File: src/core/weld_count_pkg.sv
package weld_count_pkg;

  // ------------------------------------------------------------------
  // register map (byte addresses, one aligned 32-bit word each)
  // ------------------------------------------------------------------
  localparam logic [7:0] CTRL_OFS        = 8'h00;
  localparam logic [7:0] MODE_SEL_OFS    = 8'h04;
  localparam logic [7:0] MODE_DATA_OFS   = 8'h08;
  localparam logic [7:0] KEY_OFS         = 8'h0C;
  localparam logic [7:0] WELD_PRESET_OFS = 8'h10;
  localparam logic [7:0] WORK_PRESET_OFS = 8'h14;
  localparam logic [7:0] WELD_COUNT_OFS  = 8'h18;
  localparam logic [7:0] WORK_COUNT_OFS  = 8'h1C;
  localparam logic [7:0] MAX_CURR_OFS    = 8'h20;
  localparam logic [7:0] HIGH_LIM_OFS    = 8'h24;
  localparam logic [7:0] LOW_LIM_OFS     = 8'h28;
  localparam logic [7:0] STATUS_OFS      = 8'h2C;
  localparam logic [7:0] MASK_OFS        = 8'h30;
  localparam logic [7:0] ERROR_CODE_OFS  = 8'h34;

  // ------------------------------------------------------------------
  // field positions
  // ------------------------------------------------------------------
  localparam int CTRL_COUNT_EN_BIT  = 0;
  localparam int KEY_RESET_BIT      = 0;
  localparam int KEY_CAUTION_CLR    = 1;
  localparam int ST_WELD_HIT        = 0;
  localparam int ST_WORK_HIT        = 1;
  localparam int ST_WINDOW_FAIL     = 2;
  localparam int ST_RATIO_ERR       = 3;
  localparam int ST_REFUSED         = 4;
  localparam int STATUS_W           = 5;

  // ------------------------------------------------------------------
  // panel modes and values
  // ------------------------------------------------------------------
  localparam logic [3:0] MODE_WELD_CNT   = 4'h3;
  localparam logic [3:0] MODE_WORK_CNT   = 4'h4;
  localparam logic [3:0] MODE_TURN_RATIO = 4'h5;
  localparam logic [3:0] MODE_WINDOW     = 4'h6;
  localparam logic [3:0] MODE_WELD_SW    = 4'h7;
  localparam logic [3:0] MODE_CORR_G1    = 4'h8;
  localparam logic [3:0] MODE_CORR_G2    = 4'h9;
  localparam logic [3:0] MODE_MAX_BASIC  = 4'h7;
  localparam logic [3:0] MODE_MAX_EXT    = 4'h9;

  typedef enum logic [1:0] {
    WELD_NORMAL,
    WELD_FAST_RISE,
    WELD_MIXED
  } weld_mode_e;

  // ------------------------------------------------------------------
  // reset values, limits, codes, timing
  // ------------------------------------------------------------------
  localparam logic [15:0] CORR_NOMINAL   = 16'h0032;  // 50
  localparam logic [31:0] RATIO_MIN      = 32'h0000_0032;  // 50
  localparam logic [31:0] RATIO_MAX      = 32'h0000_05DC;  // 1500
  localparam logic [7:0]  ERR_CODE_RATIO = 8'h03;
  localparam int CLK_FREQ_KHZ  = 200_000;
  localparam int BUZZ_TIME_MS  = 1000;  // weld preset beep length
  localparam int BEEP_TIME_MS  = 250;   // intermittent on/off half period
  localparam int BUZZ_CYCLES   = CLK_FREQ_KHZ * BUZZ_TIME_MS;
  localparam int BEEP_CYCLES   = CLK_FREQ_KHZ * BEEP_TIME_MS;

endpackage

File: src/core/weld_work_counter_control.sv
// Behaviour
// [RQ1] each weld counter preset hit adds one to the work counter; here hits add nothing once the work preset is reached
// [RQ2] work preset reached: display blinks and buzzer sounds intermittently
// [RQ3] work preset reached with interlock off drives count-up output
// [RQ4] counters advance only while counting is enabled, lamp shows it
// [RQ5] interlock on: only panel reset key in mode 4 clears work count
// [RQ6] interlock off: panel key in mode 4 or external reset clears work
// [RQ7] weld counter cleared by key in mode 3, external only if interlock off
// [RQ8] at power-on, max current over turn ratio outside 50..1500 gives error 03
// [RQ9] mode 5 holds turn ratio, applied under primary constant-current control
// [RQ10] window on: current above high or below low lights caution and error
// [RQ11] window off: currents are not judged and raise no alarm
// [RQ12] mode 7 value 0: normal welding, method switch picks control for all
// [RQ13] mode 7 value 1: fast-rise constant current, only with method switch off
// [RQ14] mode 7 value 2: compensation first interval, then constant current
// [RQ15] mode 8 holds first rise correction, nominal 50, extended switch only
// [RQ16] mode 9 holds second rise correction, same extended condition
// [RQ17] mode selector offers 0..7, or 0..9 with extended switch on
// [RQ18] weld preset hit beeps one second and returns the counter to zero
// [RQ19] any counter clear zeroes it and stops its blink or buzzer
//
// Chosen here: the Avalon-MM slave port and the register addresses.
`timescale 1ns/1ps
module weld_work_counter_control #(
  parameter int          CNT_W         = 16,
  parameter int          BUZZ_CYCLES   = weld_count_pkg::BUZZ_CYCLES,
  parameter int          BEEP_CYCLES   = weld_count_pkg::BEEP_CYCLES,
  parameter logic [15:0] MAX_CURR_INIT = 16'h2710,
  parameter logic [15:0] RATIO_INIT    = 16'h002C
) (
  input  wire logic              sys_clk_i,
  input  wire logic              reset_i,
  input  wire logic [7:0]        address_i,
  input  wire logic              read_i,
  input  wire logic              write_i,
  input  wire logic [31:0]       writedata_i,
  output logic [31:0]            readdata_o,
  output logic                   waitrequest_o,
  input  wire logic              interlock_select_switch_i,
  input  wire logic              control_method_switch_i,
  input  wire logic              extended_mode_switch_i,
  input  wire logic              primary_cc_select_i,
  input  wire logic              weld_done_i,
  input  wire logic              ext_count_reset_i,
  input  wire logic              meas_valid_i,
  input  wire logic [15:0]       meas_current_i,
  output logic                   count_lamp_o,
  output logic                   count_up_o,
  output logic                   blink_o,
  output logic                   buzzer_o,
  output logic                   caution_lamp_o,
  output logic                   error_o,
  output logic [7:0]             error_code_o,
  output logic [15:0]            turn_ratio_o,
  output logic                   first_interval_cc_o,
  output logic                   later_intervals_cc_o,
  output logic                   fast_rise_o,
  output logic [15:0]            corr_first_rise_interval_o,
  output logic [15:0]            corr_second_rise_interval_o,
  output logic                   irq_o
);

  // ------------------------------------------------------------------
  // storage
  // ------------------------------------------------------------------
  logic                  ack_reg;
  logic [31:0]           rdata_reg;
  logic                  count_en_reg;
  logic [3:0]            mode_reg;
  logic [CNT_W-1:0]      weld_preset_reg;
  logic [CNT_W-1:0]      work_preset_reg;
  logic [CNT_W-1:0]      weld_cnt_reg;
  logic [CNT_W-1:0]      work_cnt_reg;
  logic                  work_up_reg;
  logic [15:0]           max_curr_reg;
  logic [15:0]           ratio_reg;
  logic [15:0]           high_lim_reg;
  logic [15:0]           low_lim_reg;
  logic                  window_en_reg;
  weld_count_pkg::weld_mode_e weld_mode_reg;
  logic [15:0]           corr_g1_reg;
  logic [15:0]           corr_g2_reg;
  logic                  caution_reg;
  logic                  ratio_err_reg;
  logic                  por_check_reg;
  logic [31:0]           buzz_cnt_reg;
  logic [31:0]           beep_cnt_reg;
  logic                  beep_phase_reg;
  logic [weld_count_pkg::STATUS_W-1:0] status_reg;
  logic [weld_count_pkg::STATUS_W-1:0] mask_reg;

  logic                  wr_go;
  logic                  rd_go;
  logic                  key_reset;
  logic                  ext_clear;
  logic                  weld_clear;
  logic                  work_clear;
  logic                  weld_hit;
  logic                  work_hit;
  logic                  window_fail;
  logic                  mode_refused;
  logic [3:0]            mode_limit;
  logic [weld_count_pkg::STATUS_W-1:0] status_set;

  // access is accepted in the second cycle of a request, once ack is up
  assign waitrequest_o = (read_i | write_i) & ~ack_reg;
  assign wr_go         = write_i & ack_reg;
  assign rd_go         = read_i & ~ack_reg;
  assign readdata_o    = rdata_reg;

  // decode of a write to one register offset
  function automatic logic hit_wr(input logic [7:0] ofs);
    hit_wr = wr_go && (address_i == ofs);
  endfunction

  // ------------------------------------------------------------------
  // bus handshake and read data
  // ------------------------------------------------------------------
  // one wait cycle keeps the read mux out of the bus timing path
  always_ff @(posedge sys_clk_i or posedge reset_i)
  begin
    if (reset_i)
      ack_reg <= 1'b0;
    else
      ack_reg <= (read_i | write_i) & ~ack_reg;
  end

  // read data is captured while waitrequest is still high
  always_ff @(posedge sys_clk_i or posedge reset_i)
  begin
    if (reset_i)
      rdata_reg <= 32'h0000_0000;
    else if (rd_go)
      rdata_reg <= read_mux(address_i);
  end

  function automatic logic [31:0] read_mux(input logic [7:0] ofs);
    read_mux = 32'h0000_0000;  // unmapped offsets read zero
    case (ofs)
      weld_count_pkg::CTRL_OFS:        read_mux[0] = count_en_reg;
      weld_count_pkg::MODE_SEL_OFS:    read_mux[3:0] = mode_reg;
      weld_count_pkg::MODE_DATA_OFS:   read_mux[15:0] = mode_data(mode_reg);
      weld_count_pkg::WELD_PRESET_OFS: read_mux[CNT_W-1:0] = weld_preset_reg;
      weld_count_pkg::WORK_PRESET_OFS: read_mux[CNT_W-1:0] = work_preset_reg;
      weld_count_pkg::WELD_COUNT_OFS:  read_mux[CNT_W-1:0] = weld_cnt_reg;
      weld_count_pkg::WORK_COUNT_OFS:  read_mux[CNT_W-1:0] = work_cnt_reg;
      weld_count_pkg::MAX_CURR_OFS:    read_mux[15:0] = max_curr_reg;
      weld_count_pkg::HIGH_LIM_OFS:    read_mux[15:0] = high_lim_reg;
      weld_count_pkg::LOW_LIM_OFS:     read_mux[15:0] = low_lim_reg;
      weld_count_pkg::STATUS_OFS:
        read_mux[weld_count_pkg::STATUS_W-1:0] = status_reg;
      weld_count_pkg::MASK_OFS:
        read_mux[weld_count_pkg::STATUS_W-1:0] = mask_reg;
      weld_count_pkg::ERROR_CODE_OFS:  read_mux[7:0] = error_code_o;
      default:                         read_mux = 32'h0000_0000;
    endcase
  endfunction

  // value of the data setter for the mode shown on the panel
  function automatic logic [15:0] mode_data(input logic [3:0] m);
    mode_data = 16'h0000;
    case (m)
      weld_count_pkg::MODE_WELD_CNT:   mode_data = 16'(weld_preset_reg);
      weld_count_pkg::MODE_WORK_CNT:   mode_data = 16'(work_preset_reg);
      weld_count_pkg::MODE_TURN_RATIO: mode_data = ratio_reg;
      weld_count_pkg::MODE_WINDOW:     mode_data = {15'h0000, window_en_reg};
      weld_count_pkg::MODE_WELD_SW:    mode_data = {14'h0000, weld_mode_reg};
      weld_count_pkg::MODE_CORR_G1:    mode_data = corr_g1_reg;
      weld_count_pkg::MODE_CORR_G2:    mode_data = corr_g2_reg;
      default:                         mode_data = 16'h0000;
    endcase
  endfunction

  // ------------------------------------------------------------------
  // mode selector and panel settings
  // ------------------------------------------------------------------
  assign mode_limit = extended_mode_switch_i ? weld_count_pkg::MODE_MAX_EXT
                                             : weld_count_pkg::MODE_MAX_BASIC;

  // out-of-range selections are refused; a mode left above 7 when the
  // extended switch drops falls back to mode 0
  always_ff @(posedge sys_clk_i or posedge reset_i)
  begin
    if (reset_i)
      mode_reg <= 4'h0;
    else if (hit_wr(weld_count_pkg::MODE_SEL_OFS)
             && writedata_i[3:0] <= mode_limit
             && writedata_i[31:4] == 28'h000_0000)
      mode_reg <= writedata_i[3:0];  // [RQ17]
    else if (mode_reg > mode_limit)
      mode_reg <= 4'h0;  // [RQ17]
  end

  // mode 7 values 1 and 2 need the method switch off
  assign mode_refused = hit_wr(weld_count_pkg::MODE_DATA_OFS)
                        && mode_reg == weld_count_pkg::MODE_WELD_SW
                        && (writedata_i[1:0] == 2'h3
                            || (writedata_i[1:0] != 2'h0
                                && control_method_switch_i));

  // the data setter writes whichever mode is selected
  always_ff @(posedge sys_clk_i or posedge reset_i)
  begin
    if (reset_i)
    begin
      weld_preset_reg <= '0;
      work_preset_reg <= '0;
      ratio_reg       <= RATIO_INIT;
      window_en_reg   <= 1'b0;
      weld_mode_reg   <= weld_count_pkg::WELD_NORMAL;
      corr_g1_reg     <= weld_count_pkg::CORR_NOMINAL;
      corr_g2_reg     <= weld_count_pkg::CORR_NOMINAL;
    end
    else if (hit_wr(weld_count_pkg::MODE_DATA_OFS))
    begin
      case (mode_reg)
        weld_count_pkg::MODE_WELD_CNT:
          weld_preset_reg <= writedata_i[CNT_W-1:0];
        weld_count_pkg::MODE_WORK_CNT:
          work_preset_reg <= writedata_i[CNT_W-1:0];
        weld_count_pkg::MODE_TURN_RATIO:
          ratio_reg <= writedata_i[15:0];  // [RQ9]
        weld_count_pkg::MODE_WINDOW:
          window_en_reg <= writedata_i[0];
        weld_count_pkg::MODE_WELD_SW:
          if (!mode_refused)
            weld_mode_reg <= weld_count_pkg::weld_mode_e'(writedata_i[1:0]);
        weld_count_pkg::MODE_CORR_G1:
          corr_g1_reg <= writedata_i[15:0];  // [RQ15]
        weld_count_pkg::MODE_CORR_G2:
          corr_g2_reg <= writedata_i[15:0];  // [RQ16]
        default:
          weld_preset_reg <= weld_preset_reg;
      endcase
    end
    else if (hit_wr(weld_count_pkg::WELD_PRESET_OFS))
      weld_preset_reg <= writedata_i[CNT_W-1:0];
    else if (hit_wr(weld_count_pkg::WORK_PRESET_OFS))
      work_preset_reg <= writedata_i[CNT_W-1:0];
  end

  // plain settings outside the mode list
  always_ff @(posedge sys_clk_i or posedge reset_i)
  begin
    if (reset_i)
    begin
      count_en_reg <= 1'b0;
      max_curr_reg <= MAX_CURR_INIT;
      high_lim_reg <= 16'hFFFF;
      low_lim_reg  <= 16'h0000;
      mask_reg     <= '0;
    end
    else
    begin
      if (hit_wr(weld_count_pkg::CTRL_OFS))
        count_en_reg <= writedata_i[weld_count_pkg::CTRL_COUNT_EN_BIT];
      if (hit_wr(weld_count_pkg::MAX_CURR_OFS))
        max_curr_reg <= writedata_i[15:0];
      if (hit_wr(weld_count_pkg::HIGH_LIM_OFS))
        high_lim_reg <= writedata_i[15:0];
      if (hit_wr(weld_count_pkg::LOW_LIM_OFS))
        low_lim_reg <= writedata_i[15:0];
      if (hit_wr(weld_count_pkg::MASK_OFS))
        mask_reg <= writedata_i[weld_count_pkg::STATUS_W-1:0];
    end
  end

  // ------------------------------------------------------------------
  // counter clears
  // ------------------------------------------------------------------
  assign key_reset  = hit_wr(weld_count_pkg::KEY_OFS)
                      && writedata_i[weld_count_pkg::KEY_RESET_BIT];
  // the external input is ignored entirely while interlock is on
  assign ext_clear  = ext_count_reset_i && !interlock_select_switch_i;
  assign weld_clear = (key_reset && mode_reg == weld_count_pkg::MODE_WELD_CNT)
                      || ext_clear;  // [RQ7]
  assign work_clear = (key_reset && mode_reg == weld_count_pkg::MODE_WORK_CNT)
                      || ext_clear;  // [RQ5] [RQ6]

  // ------------------------------------------------------------------
  // cascaded counters
  // ------------------------------------------------------------------
  // a zero weld preset never counts; a zero work preset never hits; the work counter stops at its preset
  assign weld_hit = weld_done_i && count_en_reg  // [RQ4]
                    && weld_preset_reg != '0
                    && weld_cnt_reg + CNT_W'(1) >= weld_preset_reg;
  assign work_hit = weld_hit && !work_up_reg && work_preset_reg != '0
                    && work_cnt_reg + CNT_W'(1) >= work_preset_reg;

  // clear wins over a weld in the same cycle
  always_ff @(posedge sys_clk_i or posedge reset_i)
  begin
    if (reset_i)
      weld_cnt_reg <= '0;
    else if (weld_clear)
      weld_cnt_reg <= '0;  // [RQ19]
    else if (weld_hit)
      weld_cnt_reg <= '0;  // [RQ18]
    else if (weld_done_i && count_en_reg && weld_preset_reg != '0)
      weld_cnt_reg <= weld_cnt_reg + CNT_W'(1);  // [RQ4]
  end

  always_ff @(posedge sys_clk_i or posedge reset_i)
  begin
    if (reset_i)
    begin
      work_cnt_reg <= '0;
      work_up_reg  <= 1'b0;
    end
    else if (work_clear)
    begin
      work_cnt_reg <= '0;  // [RQ19]
      work_up_reg  <= 1'b0;  // [RQ19]
    end
    else if (weld_hit && !work_up_reg)
    begin
      work_cnt_reg <= work_cnt_reg + CNT_W'(1);  // [RQ1]
      work_up_reg  <= work_hit;  // [RQ2]
    end
  end

  // ------------------------------------------------------------------
  // buzzer and blink
  // ------------------------------------------------------------------
  // one second beep on each weld preset hit, restarted by a new hit
  always_ff @(posedge sys_clk_i or posedge reset_i)
  begin
    if (reset_i)
      buzz_cnt_reg <= 32'h0000_0000;
    else if (weld_clear)
      buzz_cnt_reg <= 32'h0000_0000;  // [RQ19]
    else if (weld_hit)
      buzz_cnt_reg <= 32'(BUZZ_CYCLES);  // [RQ18]
    else if (buzz_cnt_reg != 32'h0000_0000)
      buzz_cnt_reg <= buzz_cnt_reg - 32'h0000_0001;
  end

  // half-period divider for blink and intermittent tone
  always_ff @(posedge sys_clk_i or posedge reset_i)
  begin
    if (reset_i)
    begin
      beep_cnt_reg   <= 32'h0000_0000;
      beep_phase_reg <= 1'b0;
    end
    else if (!work_up_reg)
    begin
      beep_cnt_reg   <= 32'h0000_0000;
      beep_phase_reg <= 1'b0;
    end
    else if (beep_cnt_reg >= 32'(BEEP_CYCLES - 1))
    begin
      beep_cnt_reg   <= 32'h0000_0000;
      beep_phase_reg <= ~beep_phase_reg;
    end
    else
      beep_cnt_reg <= beep_cnt_reg + 32'h0000_0001;
  end

  assign blink_o      = work_up_reg && !beep_phase_reg;  // [RQ2]
  assign buzzer_o     = (buzz_cnt_reg != 32'h0000_0000)
                        || (work_up_reg && !beep_phase_reg);  // [RQ2] [RQ18]
  assign count_up_o   = work_up_reg && !interlock_select_switch_i;  // [RQ3]
  assign count_lamp_o = count_en_reg;  // [RQ4]

  // ------------------------------------------------------------------
  // power-on ratio check and current window
  // ------------------------------------------------------------------
  // checked once, the cycle after reset release; multiply avoids a divider
  always_ff @(posedge sys_clk_i or posedge reset_i)
  begin
    if (reset_i)
    begin
      por_check_reg <= 1'b1;
      ratio_err_reg <= 1'b0;
    end
    else if (por_check_reg)
    begin
      por_check_reg <= 1'b0;
      ratio_err_reg <=
        32'(max_curr_reg) < weld_count_pkg::RATIO_MIN * 32'(ratio_reg)
        || 32'(max_curr_reg)
           > weld_count_pkg::RATIO_MAX * 32'(ratio_reg);  // [RQ8]
    end
  end

  assign window_fail = meas_valid_i && window_en_reg  // [RQ11]
                       && (meas_current_i > high_lim_reg
                           || meas_current_i < low_lim_reg);  // [RQ10]

  // caution stays lit until the operator clears it from the panel
  always_ff @(posedge sys_clk_i or posedge reset_i)
  begin
    if (reset_i)
      caution_reg <= 1'b0;
    else if (window_fail)
      caution_reg <= 1'b1;  // [RQ10]
    else if (hit_wr(weld_count_pkg::KEY_OFS)
             && writedata_i[weld_count_pkg::KEY_CAUTION_CLR])
      caution_reg <= 1'b0;
  end

  assign caution_lamp_o = caution_reg;
  assign error_o        = caution_reg || ratio_err_reg;  // [RQ8] [RQ10]
  assign error_code_o   = ratio_err_reg ? weld_count_pkg::ERR_CODE_RATIO
                                        : 8'h00;  // [RQ8]

  // ------------------------------------------------------------------
  // control selection outputs
  // ------------------------------------------------------------------
  // method switch on selects supply-voltage compensation in normal mode;
  // modes 1 and 2 fall back to normal if the switch is turned on later
  always_comb
  begin
    first_interval_cc_o  = !control_method_switch_i;
    later_intervals_cc_o = !control_method_switch_i;  // [RQ12]
    fast_rise_o          = 1'b0;
    if (!control_method_switch_i)
    begin
      case (weld_mode_reg)
        weld_count_pkg::WELD_FAST_RISE:
        begin
          fast_rise_o = 1'b1;  // [RQ13]
        end
        weld_count_pkg::WELD_MIXED:
        begin
          fast_rise_o         = 1'b1;
          first_interval_cc_o = 1'b0;  // [RQ14]
        end
        default:
          fast_rise_o = 1'b0;
      endcase
    end
  end

  assign turn_ratio_o = primary_cc_select_i ? ratio_reg : 16'h0000;  // [RQ9]
  // corrections only take effect with the extended switch on
  assign corr_first_rise_interval_o  =
    extended_mode_switch_i ? corr_g1_reg : weld_count_pkg::CORR_NOMINAL;
  assign corr_second_rise_interval_o =
    extended_mode_switch_i ? corr_g2_reg : weld_count_pkg::CORR_NOMINAL;

  // ------------------------------------------------------------------
  // interrupt status
  // ------------------------------------------------------------------
  always_comb
  begin
    status_set = '0;
    status_set[weld_count_pkg::ST_WELD_HIT]    = weld_hit;
    status_set[weld_count_pkg::ST_WORK_HIT]    = work_hit;
    status_set[weld_count_pkg::ST_WINDOW_FAIL] = window_fail;
    status_set[weld_count_pkg::ST_RATIO_ERR]   = por_check_reg
      && (32'(max_curr_reg) < weld_count_pkg::RATIO_MIN * 32'(ratio_reg)
          || 32'(max_curr_reg) > weld_count_pkg::RATIO_MAX * 32'(ratio_reg));
    status_set[weld_count_pkg::ST_REFUSED]     = mode_refused;
  end

  // write one to clear; a new event in the same cycle keeps its bit
  always_ff @(posedge sys_clk_i or posedge reset_i)
  begin
    if (reset_i)
      status_reg <= '0;
    else if (hit_wr(weld_count_pkg::STATUS_OFS))
      status_reg <= (status_reg
                     & ~writedata_i[weld_count_pkg::STATUS_W-1:0])
                    | status_set;
    else
      status_reg <= status_reg | status_set;
  end

  assign irq_o = |(status_reg & mask_reg);

endmodule

File: config.mk
export PLATFORM = sky130hd
export DESIGN_NAME = weld_work_counter_control
export DESIGN_NICKNAME = d
export VERILOG_FILES = /design/src/core/weld_count_pkg.sv /design/src/core/weld_work_counter_control.sv
export SDC_FILE = /design/constraint.sdc
export NUM_CORES = 1
export LEC_CHECK = 0
export BUFFER_PORTS_ARGS = -buffer_cell sky130_fd_sc_hd__buf_2
export CAP_MARGIN = 5
export CORE_ASPECT_RATIO = 1.4
export CORE_UTILIZATION = 35
export CTS_CLUSTER_DIAMETER = 30
export CTS_CLUSTER_SIZE = 24
export DETAILED_ROUTE_END_ITERATION = 10
export PLACE_DENSITY = 0.52
export SYNTH_ARGS = -nofsm -noshare
export SYNTH_HDL_FRONTEND = slang
export SYNTH_SLANG_ARGS = --single-unit
File: constraint.sdc
create_clock -name sys_clk_i -period 11.3 [get_ports sys_clk_i]
set_input_delay 2.825 -clock sys_clk_i [delete_from_list [all_inputs] [get_ports sys_clk_i]]
set_output_delay 2.825 -clock sys_clk_i [all_outputs]
set_load 0.02 [all_outputs]
=== Word-level counts from Yosys, hierarchy flattened ===
Cells that the tools add are included.
W data, S select, Z words.

* Input bits: 67
* Register bits: 264
* Word-level logic and storage cells: 185

* Bitwise operators: 12
* Equal/unequal tests: 27
* Multiplexer cells: 41
* Reduce and logical (&&, ||, !) cells: 65
* Magnitude comparators: 9
* Multiply operators: 2
* Add/sub/neg operators: 4

{| class="wikitable"
|+ Operators by type and width
! kind !! count
|-
| $mux W16 || 15
|-
| $mux W32 || 5
|-
| $pmux W16 S7 || 1
|-
| $pmux W8 S8 || 1
|-
| $eq A8 B6 Y1 const B || 6
|-
| $pmux W3 S12 || 1
|-
| $add A16 B1 Y16 const B || 2
|-
| $add A32 B1 Y32 const B || 1
|-
| $eq A8 B5 Y1 const B || 4
|-
| $ge A16 B16 Y1 || 2
|-
| $ge A32 B26 Y1 const B || 1
|-
| $logic_and A1 B1 Y1 || 32
|-
| $reduce_bool A16 Y1 || 2
|-
| $reduce_bool A32 Y1 || 1
|-
| $sub A32 B1 Y32 const B || 1
|-
| $logic_not A28 Y1 || 1
|-
| $gt A16 B27 Y1 || 1
|-
| $pmux W3 S9 || 1
|-
| $mul A9 B16 Y25 const A || 1
|-
| $lt A16 B22 Y1 || 1
|-
| $mul A5 B16 Y21 const A || 1
|-
| $eq A4 B3 Y1 const B || 4
|-
| $eq A8 B4 Y1 const B || 2
|-
| $gt A16 B16 Y1 || 1
|-
| other kinds (31) || 72
|}

=== Depth between registers and ports, before layout ===
Gate-level depths: netlist of the first run.

* Depth after elaboration: 8
* Gate-level depth with buffers: 23

=== Worst setup path before layout of the first run ===
OpenSTA, ideal clock, no wires.

* Kind: input-to-output
* From: in control_method_switch_i
* To: out fast_rise_o
* Required time: 8.475 ns
* Stages: 2
* Setup slack: 5.171 ns
* Arrival: 3.304 ns
* Cell sequence: clkbuf_1 > nor2_1

* Longest elaborated chain between the ends: 1

{| class="wikitable"
|+ Ends and longest elaborated chain
! element !! RTL line !! text
|-
| start: declaration || weld_work_counter_control.sv:40 || <nowiki>input wire logic control_method_switch_i,</nowiki>
|-
| $mux W1 || weld_work_counter_control.sv:418 || <nowiki>if (!control_method_switch_i)</nowiki>
|-
| end: declaration || weld_work_counter_control.sv:57 || <nowiki>output logic fast_rise_o,</nowiki>
|}

No other way between the ends.

=== Final worst setup path of the first run ===
* From: in extended_mode_switch_i
* To: out corr_second_rise_interval_o[13]

* Longest elaborated chain between the ends: 1

{| class="wikitable"
|+ Ends and longest elaborated chain
! element !! RTL line !! text
|-
| start: declaration || weld_work_counter_control.sv:41 || <nowiki>input wire logic extended_mode_switch_i,</nowiki>
|-
| $mux W16 || weld_work_counter_control.sv:441 || <nowiki>extended_mode_switch_i ? corr_g2_reg : weld_count_pkg::CORR_NOMINAL;</nowiki>
|-
| end: declaration || weld_work_counter_control.sv:59 || <nowiki>output logic [15:0] corr_second_rise_interval_o,</nowiki>
|}

No other way between the ends.

==> results.md, run 1 <==
- Total gr overflow: 0
- Initial antenna violation count: 0
- Post-route insts no fill: 3180
- Die Ht: 290 um
- DRT iter0 DRCs: 902
- Sequential power share: 35.8%
- Commonest non-fill, non-tap cell in the layout: inv_1
- Clock share of power: 50.5%
- Io pins: 166
- Synthesized area: 0.0208 mm2
- Port Buffer Count: 143
- Ys flop type: dfrtp_1
- Initial Utilization: 35.4%
- Post-cts resize count: 0
- Relative slew slack: 25.8%
- Min Clock Period, post-route: 6730 ps
- CTS tree: built
- Internal power: 0.00212 W
- GPL Wtd Cong: 0.896
- Core Box Area: 0.0586 mm2
- Leakage power: 11.8 nW
- Hold Slack: 462 ps
- Post-synth EDFFs: 0
- Filler instances: 5861
- Largest cells by area after synthesis: dfrtp_1 28%, ha_1 13%, fa_1 7.1%, inv_1 5.2%, mux2_2 4.1%
- Synthesis Warnings: 0
- Antenna cells: 0
- Total GRT Usage: 22.6%
- Fin area: 0.0239 mm2
- Mean Syn Cell Area: 9.14 um2
- Combinational Power Share: 13.6%
- Netlist cell types: 81
- CTS Hold Buffers Added: 0
- Crit. Startpoint: extended_mode_switch_i
- CTS H-tree lvls: 2
- Setup TNS: 0 ps
- Multi-input logic area: 0.0127 mm2
- Sequential fraction of the synthesis area: 32.0%
- Worst vdd ir: 216 uV
- Placed cell count: 3095
- DP Worst Slack: 4520 ps
- Final Hold Viols: 0
- Adder-cell share of the synthesized area: 20.1%
- Synth Instances: 2272
- Worst min path class: flop to flop
- Slew Limit Fails: 0
- Simple-Gate Fraction of Synth Area: 16.2%
- Switch Pwr: 0.000859 W
- Nets: 2750
- WS Path Type: input port to output pin
- Net Sw Frac: 28.9%
- Crit Path Max Fanout: 37
- First-pass DRT Iterations: 8
- Min-delay src: readdata_o[11]
- Most frequent cells in the layout: 289 x inv_1, 233 x dfrtp_1, 215 x ha_1, 198 x nand2_1, 143 x buf_2
- # DRC: 0
- Worst Setup Slack, final: 4570 ps
- Data arrival time of the critical path: 3900 ps
- Clock buffer depth: 3
- Via/cell ratio: 5.41
- Layout cell share with drive strength beyond 1: 15.9%
- Synth-to-layout area growth: 14.9%
- Max-capacitance violation count: 0
- Clock tree root buffer cell: clkbuf_16
- Clock transition at path regs: 50 ps
- RSZ-0062 raised after global routing: no
- Width of the die: 208 um
- Synth async-reset ratio: 100%
- Vias: 17.2k
- Mux contribution to synthesized area: 4.41%
- First-pass GRT wire length: 104000 um
- Wirelength per Cell: 21.2 um
- Compound-gate portion of the synthesized area: 15.1%
- Synth top area share: 28.1%
- Status: finished, final reports clean
- Critical R2R Launch: ratio_reg[8]
- Fmax: 0.149 GHz
- Num rows: 105
- Detail Placement HPWL: 52700 um
- Antenna Violating Nets Remaining: 0
- Placed Area: 0.0222 mm2
- Post-CTS setup buffers: 0
- CTS sink cnt: 264
- WL final: 67400 um
- Startpoint types: input port
- Slew @ Worst Pin: 1110 ps
- Setup violators final: 0
- Required @ worst endpoint: 8480 ps
- Crit. End Element: output pin
- Vias in the first global route: 17.8k
- Reg area: 0.00665 mm2
- Clk_lat worst skew: 570 ps
- Die area: 0.0603 mm2
- Seq cells post-synth: 264
- Area leader, netlist: dfrtp_1
- Largest family of logic cells by synthesized area: adder cells
- PD cells: 125 mW/mm2
- Post-Synth XOR/XNOR Area: 4.51%
- Largest net degree at the start of global routing: 160
- Cts bufs inserted: 46
- Clock skew: 22.6 ps
- Fin crit share: 59.5%
cells in the mapped netlist, drive strengths merged, types with 41 or more instances:
cell and number:
nand3 68, clkbuf 85, inv 290, a21o 41, nand2 199, ha 215
dfrtp 233, nor2 122, xnor2 48, a21oi 98, xor2 59, fa 74
mux2 76, and2 51, o21ai 130, a22oi 57
final timing paths:
check,cells after the start,endpoint,slack (ps)
setup / recovery,3,corr_second_rise_interval_o[13],4570
hold / removal,2,readdata_o[11],460
setup reg to reg,22,status_reg[3],5140
hold reg to reg,2,readdata_o[11],460
max in group asynchronous,3,readdata_o[14],7580
min in group asynchronous,2,beep_phase_reg,2380
power groups by stage:
stage	registers (W)	logic, W	clock network, W
6_report	0.00107	0.000406	0.00150
2_1_floorplan	0.00106	0.000311	0
3_3_place_gp	0.00108	0.000395	0
5_1_grt	0.00107	0.000454	0.00157
4_1_cts	0.00107	0.000409	0.00153
3_5_place_dp	0.00108	0.000406	0
critical path, stage by stage:
cell and delay, ps:
buf_2 630, and2_1 240, buf_2 170
through the flow:
step	util (%)	power (W)
2_1_floorplan	-	0.00137
3_3_place_gp	37.9	0.00147
3_5_place_dp	37.9	0.00149
4_1_cts	40.7	0.00301
5_1_grt	40.7	0.00310
6_report	40.7	0.00298
metal layers:
metal	track usage (%)	vias to the layer above	wire, um
met3	1.97	142	2320
met4	11.2	0	3380
li1	-	8119	-
met5	0	-	0
met2	42.5	434	36000
met1	25.2	8493	25700
cell families (layout without fill, tap and decap cells):
family / count (synthesis) / after routing
XOR/XNOR: 107 / 107
flip-flops: 264 / 264
adder cells (fa/ha/maj): 289 / 289
AND/OR/NAND/NOR: 653 / 653
buffers and inverters: 402 / 533
other: 1 / 29
multiplexers: 82 / 82
AO/OA/AOI/OAI: 474 / 474
final cells by class:
cell class                 count  area share (%)
clock buffer                  50            5.01
clock inverter                35            1.98
inverter                     290            4.59
multi-input combinational   1634            53.1
sequential                   264            27.9
tap                          749            3.93
timing repair buffer         158            3.52
No activity file was read; power rests on OpenSTA's default activity.
==> run 2: changes to the inputs <==
--- a/config.mk
+++ b/config.mk
@@ -12,7 +12,7 @@
 export CTS_CLUSTER_DIAMETER = 30
 export CTS_CLUSTER_SIZE = 24
 export DETAILED_ROUTE_END_ITERATION = 10
-export PLACE_DENSITY = 0.52
+export PLACE_DENSITY = 0.54
 export SYNTH_ARGS = -nofsm -noshare
 export SYNTH_HDL_FRONTEND = slang
 export SYNTH_SLANG_ARGS = --single-unit
==> constraint.sdc (replaced) <==
create_clock -name sys_clk_i -period 6.1 [get_ports sys_clk_i]
set_input_delay 1.525 -clock sys_clk_i [delete_from_list [all_inputs] [get_ports sys_clk_i]]
set_output_delay 1.525 -clock sys_clk_i [all_outputs]
set_load 0.02 [all_outputs]
==> run 2 against run 1 <==
  * Count of clock-buffer cells in the layout rose by 14
  * Setup slack got worse by 4200 ps
  * Largest cell class unchanged
  * Cell area rose by 2.1%
  * Non-clock buffer count rose by 19
  * Sequential share of layout area fell by 0.57 points
  * Power rose by 99%
  * Die area did not move
  * Sequential power rose by 85%
  * Via count rose by 2.1%
  * Clock power rose by 110%
  * Critical path depth rose by 18
  * Final cell count rose by 1.2%
==> results.md, run 2 (synthesis gave the netlist of run 1 again) <==
- Status: finished, final reports clean
- Clock tree root buffer cell: clkbuf_16
- Core Box Area: 0.0586 mm2
- Data arrival time of the critical path: 6150 ps
- CTS H-tree lvls: 2
- Crit. End Element: flop
- Cts bufs inserted: 56
- WL final: 68400 um
- Slew Limit Fails: 0
- Placed Area: 0.0223 mm2
- CTS sink cnt: 264
- Largest net degree at the start of global routing: 96
- Crit Path Max Fanout: 10
- Width of the die: 208 um
- Most frequent cells in the layout: 289 x inv_1, 232 x dfrtp_1, 215 x ha_1, 198 x nand2_1, 143 x buf_2
- Initial Utilization: 35.4%
- Nets: 2779
- Detail Placement HPWL: 54200 um
- Die Ht: 290 um
- Clock buffer depth: 3
- CTS tree: built
- Antenna cells: 0
- Total gr overflow: 0
- Clock transition at path regs: 50 ps
- Synth-to-layout area growth: 17.3%
- PD cells: 243 mW/mm2
- Startpoint types: flop
- Die area: 0.0603 mm2
- Vias: 17.6k
- PnR Total Power: 0.00591 W
- Fin area: 0.0244 mm2
- Total GRT Usage: 22.8%
- Slew @ Worst Pin: 1200 ps
- Final core utilization: 41.6%
- # DRC: 0
- Layout cell share with drive strength beyond 1: 17.0%
- GPL Wtd Cong: 0.973
- Commonest non-fill, non-tap cell in the layout: inv_1
- Antenna Violating Nets Remaining: 0
- Worst vdd ir: 321 uV
- Fin crit share: 93.6%
- Via/cell ratio: 5.45
- Initial antenna violation count: 2
- First-pass GRT wire length: 106000 um
- Wirelength per Cell: 21.3 um
- Fmax: 0.175 GHz
- Clk_lat worst skew: 600 ps
- DRT iter0 DRCs: 1243
- Filler instances: 5814
- Num rows: 105
- Min Clock Period, post-route: 5710 ps
- Hold Slack: 466 ps
- Worst min path class: flop to flop
- Io pins: 166
- Clock skew: 25.2 ps
- Max-capacitance violation count: 0
- Leakage power: 12.1 nW
- First-pass DRT Iterations: 10
- Required @ worst endpoint: 6540 ps
- Relative slew slack: 19.1%
- Port Buffer Count: 143
- CTS Hold Buffers Added: 0
- Final Hold Viols: 0
- Vias in the first global route: 18.1k
- Setup violators final: 0
- WS Path Type: flop to flop
- Setup TNS: 0 ps
==> run 2: cell types whose count changed in the layout (fill, tap and decap cells not counted), moves of 3 or more <==
cell,previous run,this run
nor2_2,6,2
buf_4,14,31
nor2_1,114,118
clkinv_2,2,7
clkbuf_1,1,4
clkinv_4,6,9
clkinvlp_4,7,10
inv_8,3,0
clkbuf_16,46,56
inv_6,9,5
==> run 2: final timing paths <==
path,slack (ps),endpoint,start,depth (start not counted)
worst max register to register,390,status_reg[3],ratio_reg[3],21
max in group asynchronous,3840,por_check_reg,reset_i,3
min in group asynchronous,1180,buzz_cnt_reg[30],reset_i,2
worst max-delay path,390,status_reg[3],ratio_reg[3],21
worst min-delay path,470,readdata_o[9],readdata_o[9],2
worst min register to register,470,readdata_o[9],readdata_o[9],2
==> run 2: through the flow <==
step / worst slack, ps / cells
CTS: 264 / 3218
detailed placement: 248 / 3113
floorplan: 746 / 2300
finish: 388 / 3219
global route: -21.5 / 3219
global placement: 455 / 3113
==> run 2: repair_timing <==
action	CTS	global route
endpoints found under the setup margin	0	2
setup buffers	0	1
gates resized for setup	0	5
==> run 2: layer usage <==
metal	track usage, %	vias up	routed length, um
li1	-	8194	-
met1	25.6	8698	26000
met2	43.0	510	36400
met3	2.32	151	2780
met4	10.6	2	3280
met5	0	-	10
==> run 2: cell type report <==
| type | count | area [um2] | share of cell area [%] |
|---|---|---|---|
| inverter | 290 | 1090 | 4.48 |
| clock inverter | 41 | 542 | 2.22 |
| clock buffer | 64 | 1470 | 6.04 |
| sequential | 264 | 6650 | 27.3 |
| multi-input combinational | 1634 | 12700 | 52.0 |
| tap | 749 | 937 | 3.85 |
| timing repair buffer | 177 | 1010 | 4.14 |
==> run 2: power by group <==
group	total (W)	switching (W)	leakage (nW)	internal [W]
Sequential	0.00198	0.000115	3.37	0.00186
Clock	0.00318	0.00109	0.955	0.00209
Combinational	0.000749	0.000472	7.77	0.000277
Total	0.00591	0.00168	12.1	0.00424
==> run 2: worst max-delay path, cell delays in order (launching register included) <==
cell and delay, ps:
dfstp_2 670, ha_1 300, ha_1 310, inv_1 60, fa_1 500, inv_1 50
ha_1 340, nor2b_1 160, o31a_1 280, o21ai_1 180, a21oi_1 100, o21ai_0 200
a21boi_0 140, or4b_1 460, and3_1 180, ha_1 290, nand2_1 70, nor4_1 230
a221o_1 190, o2111ai_1 290, a311oi_1 440, o21ai_0 130
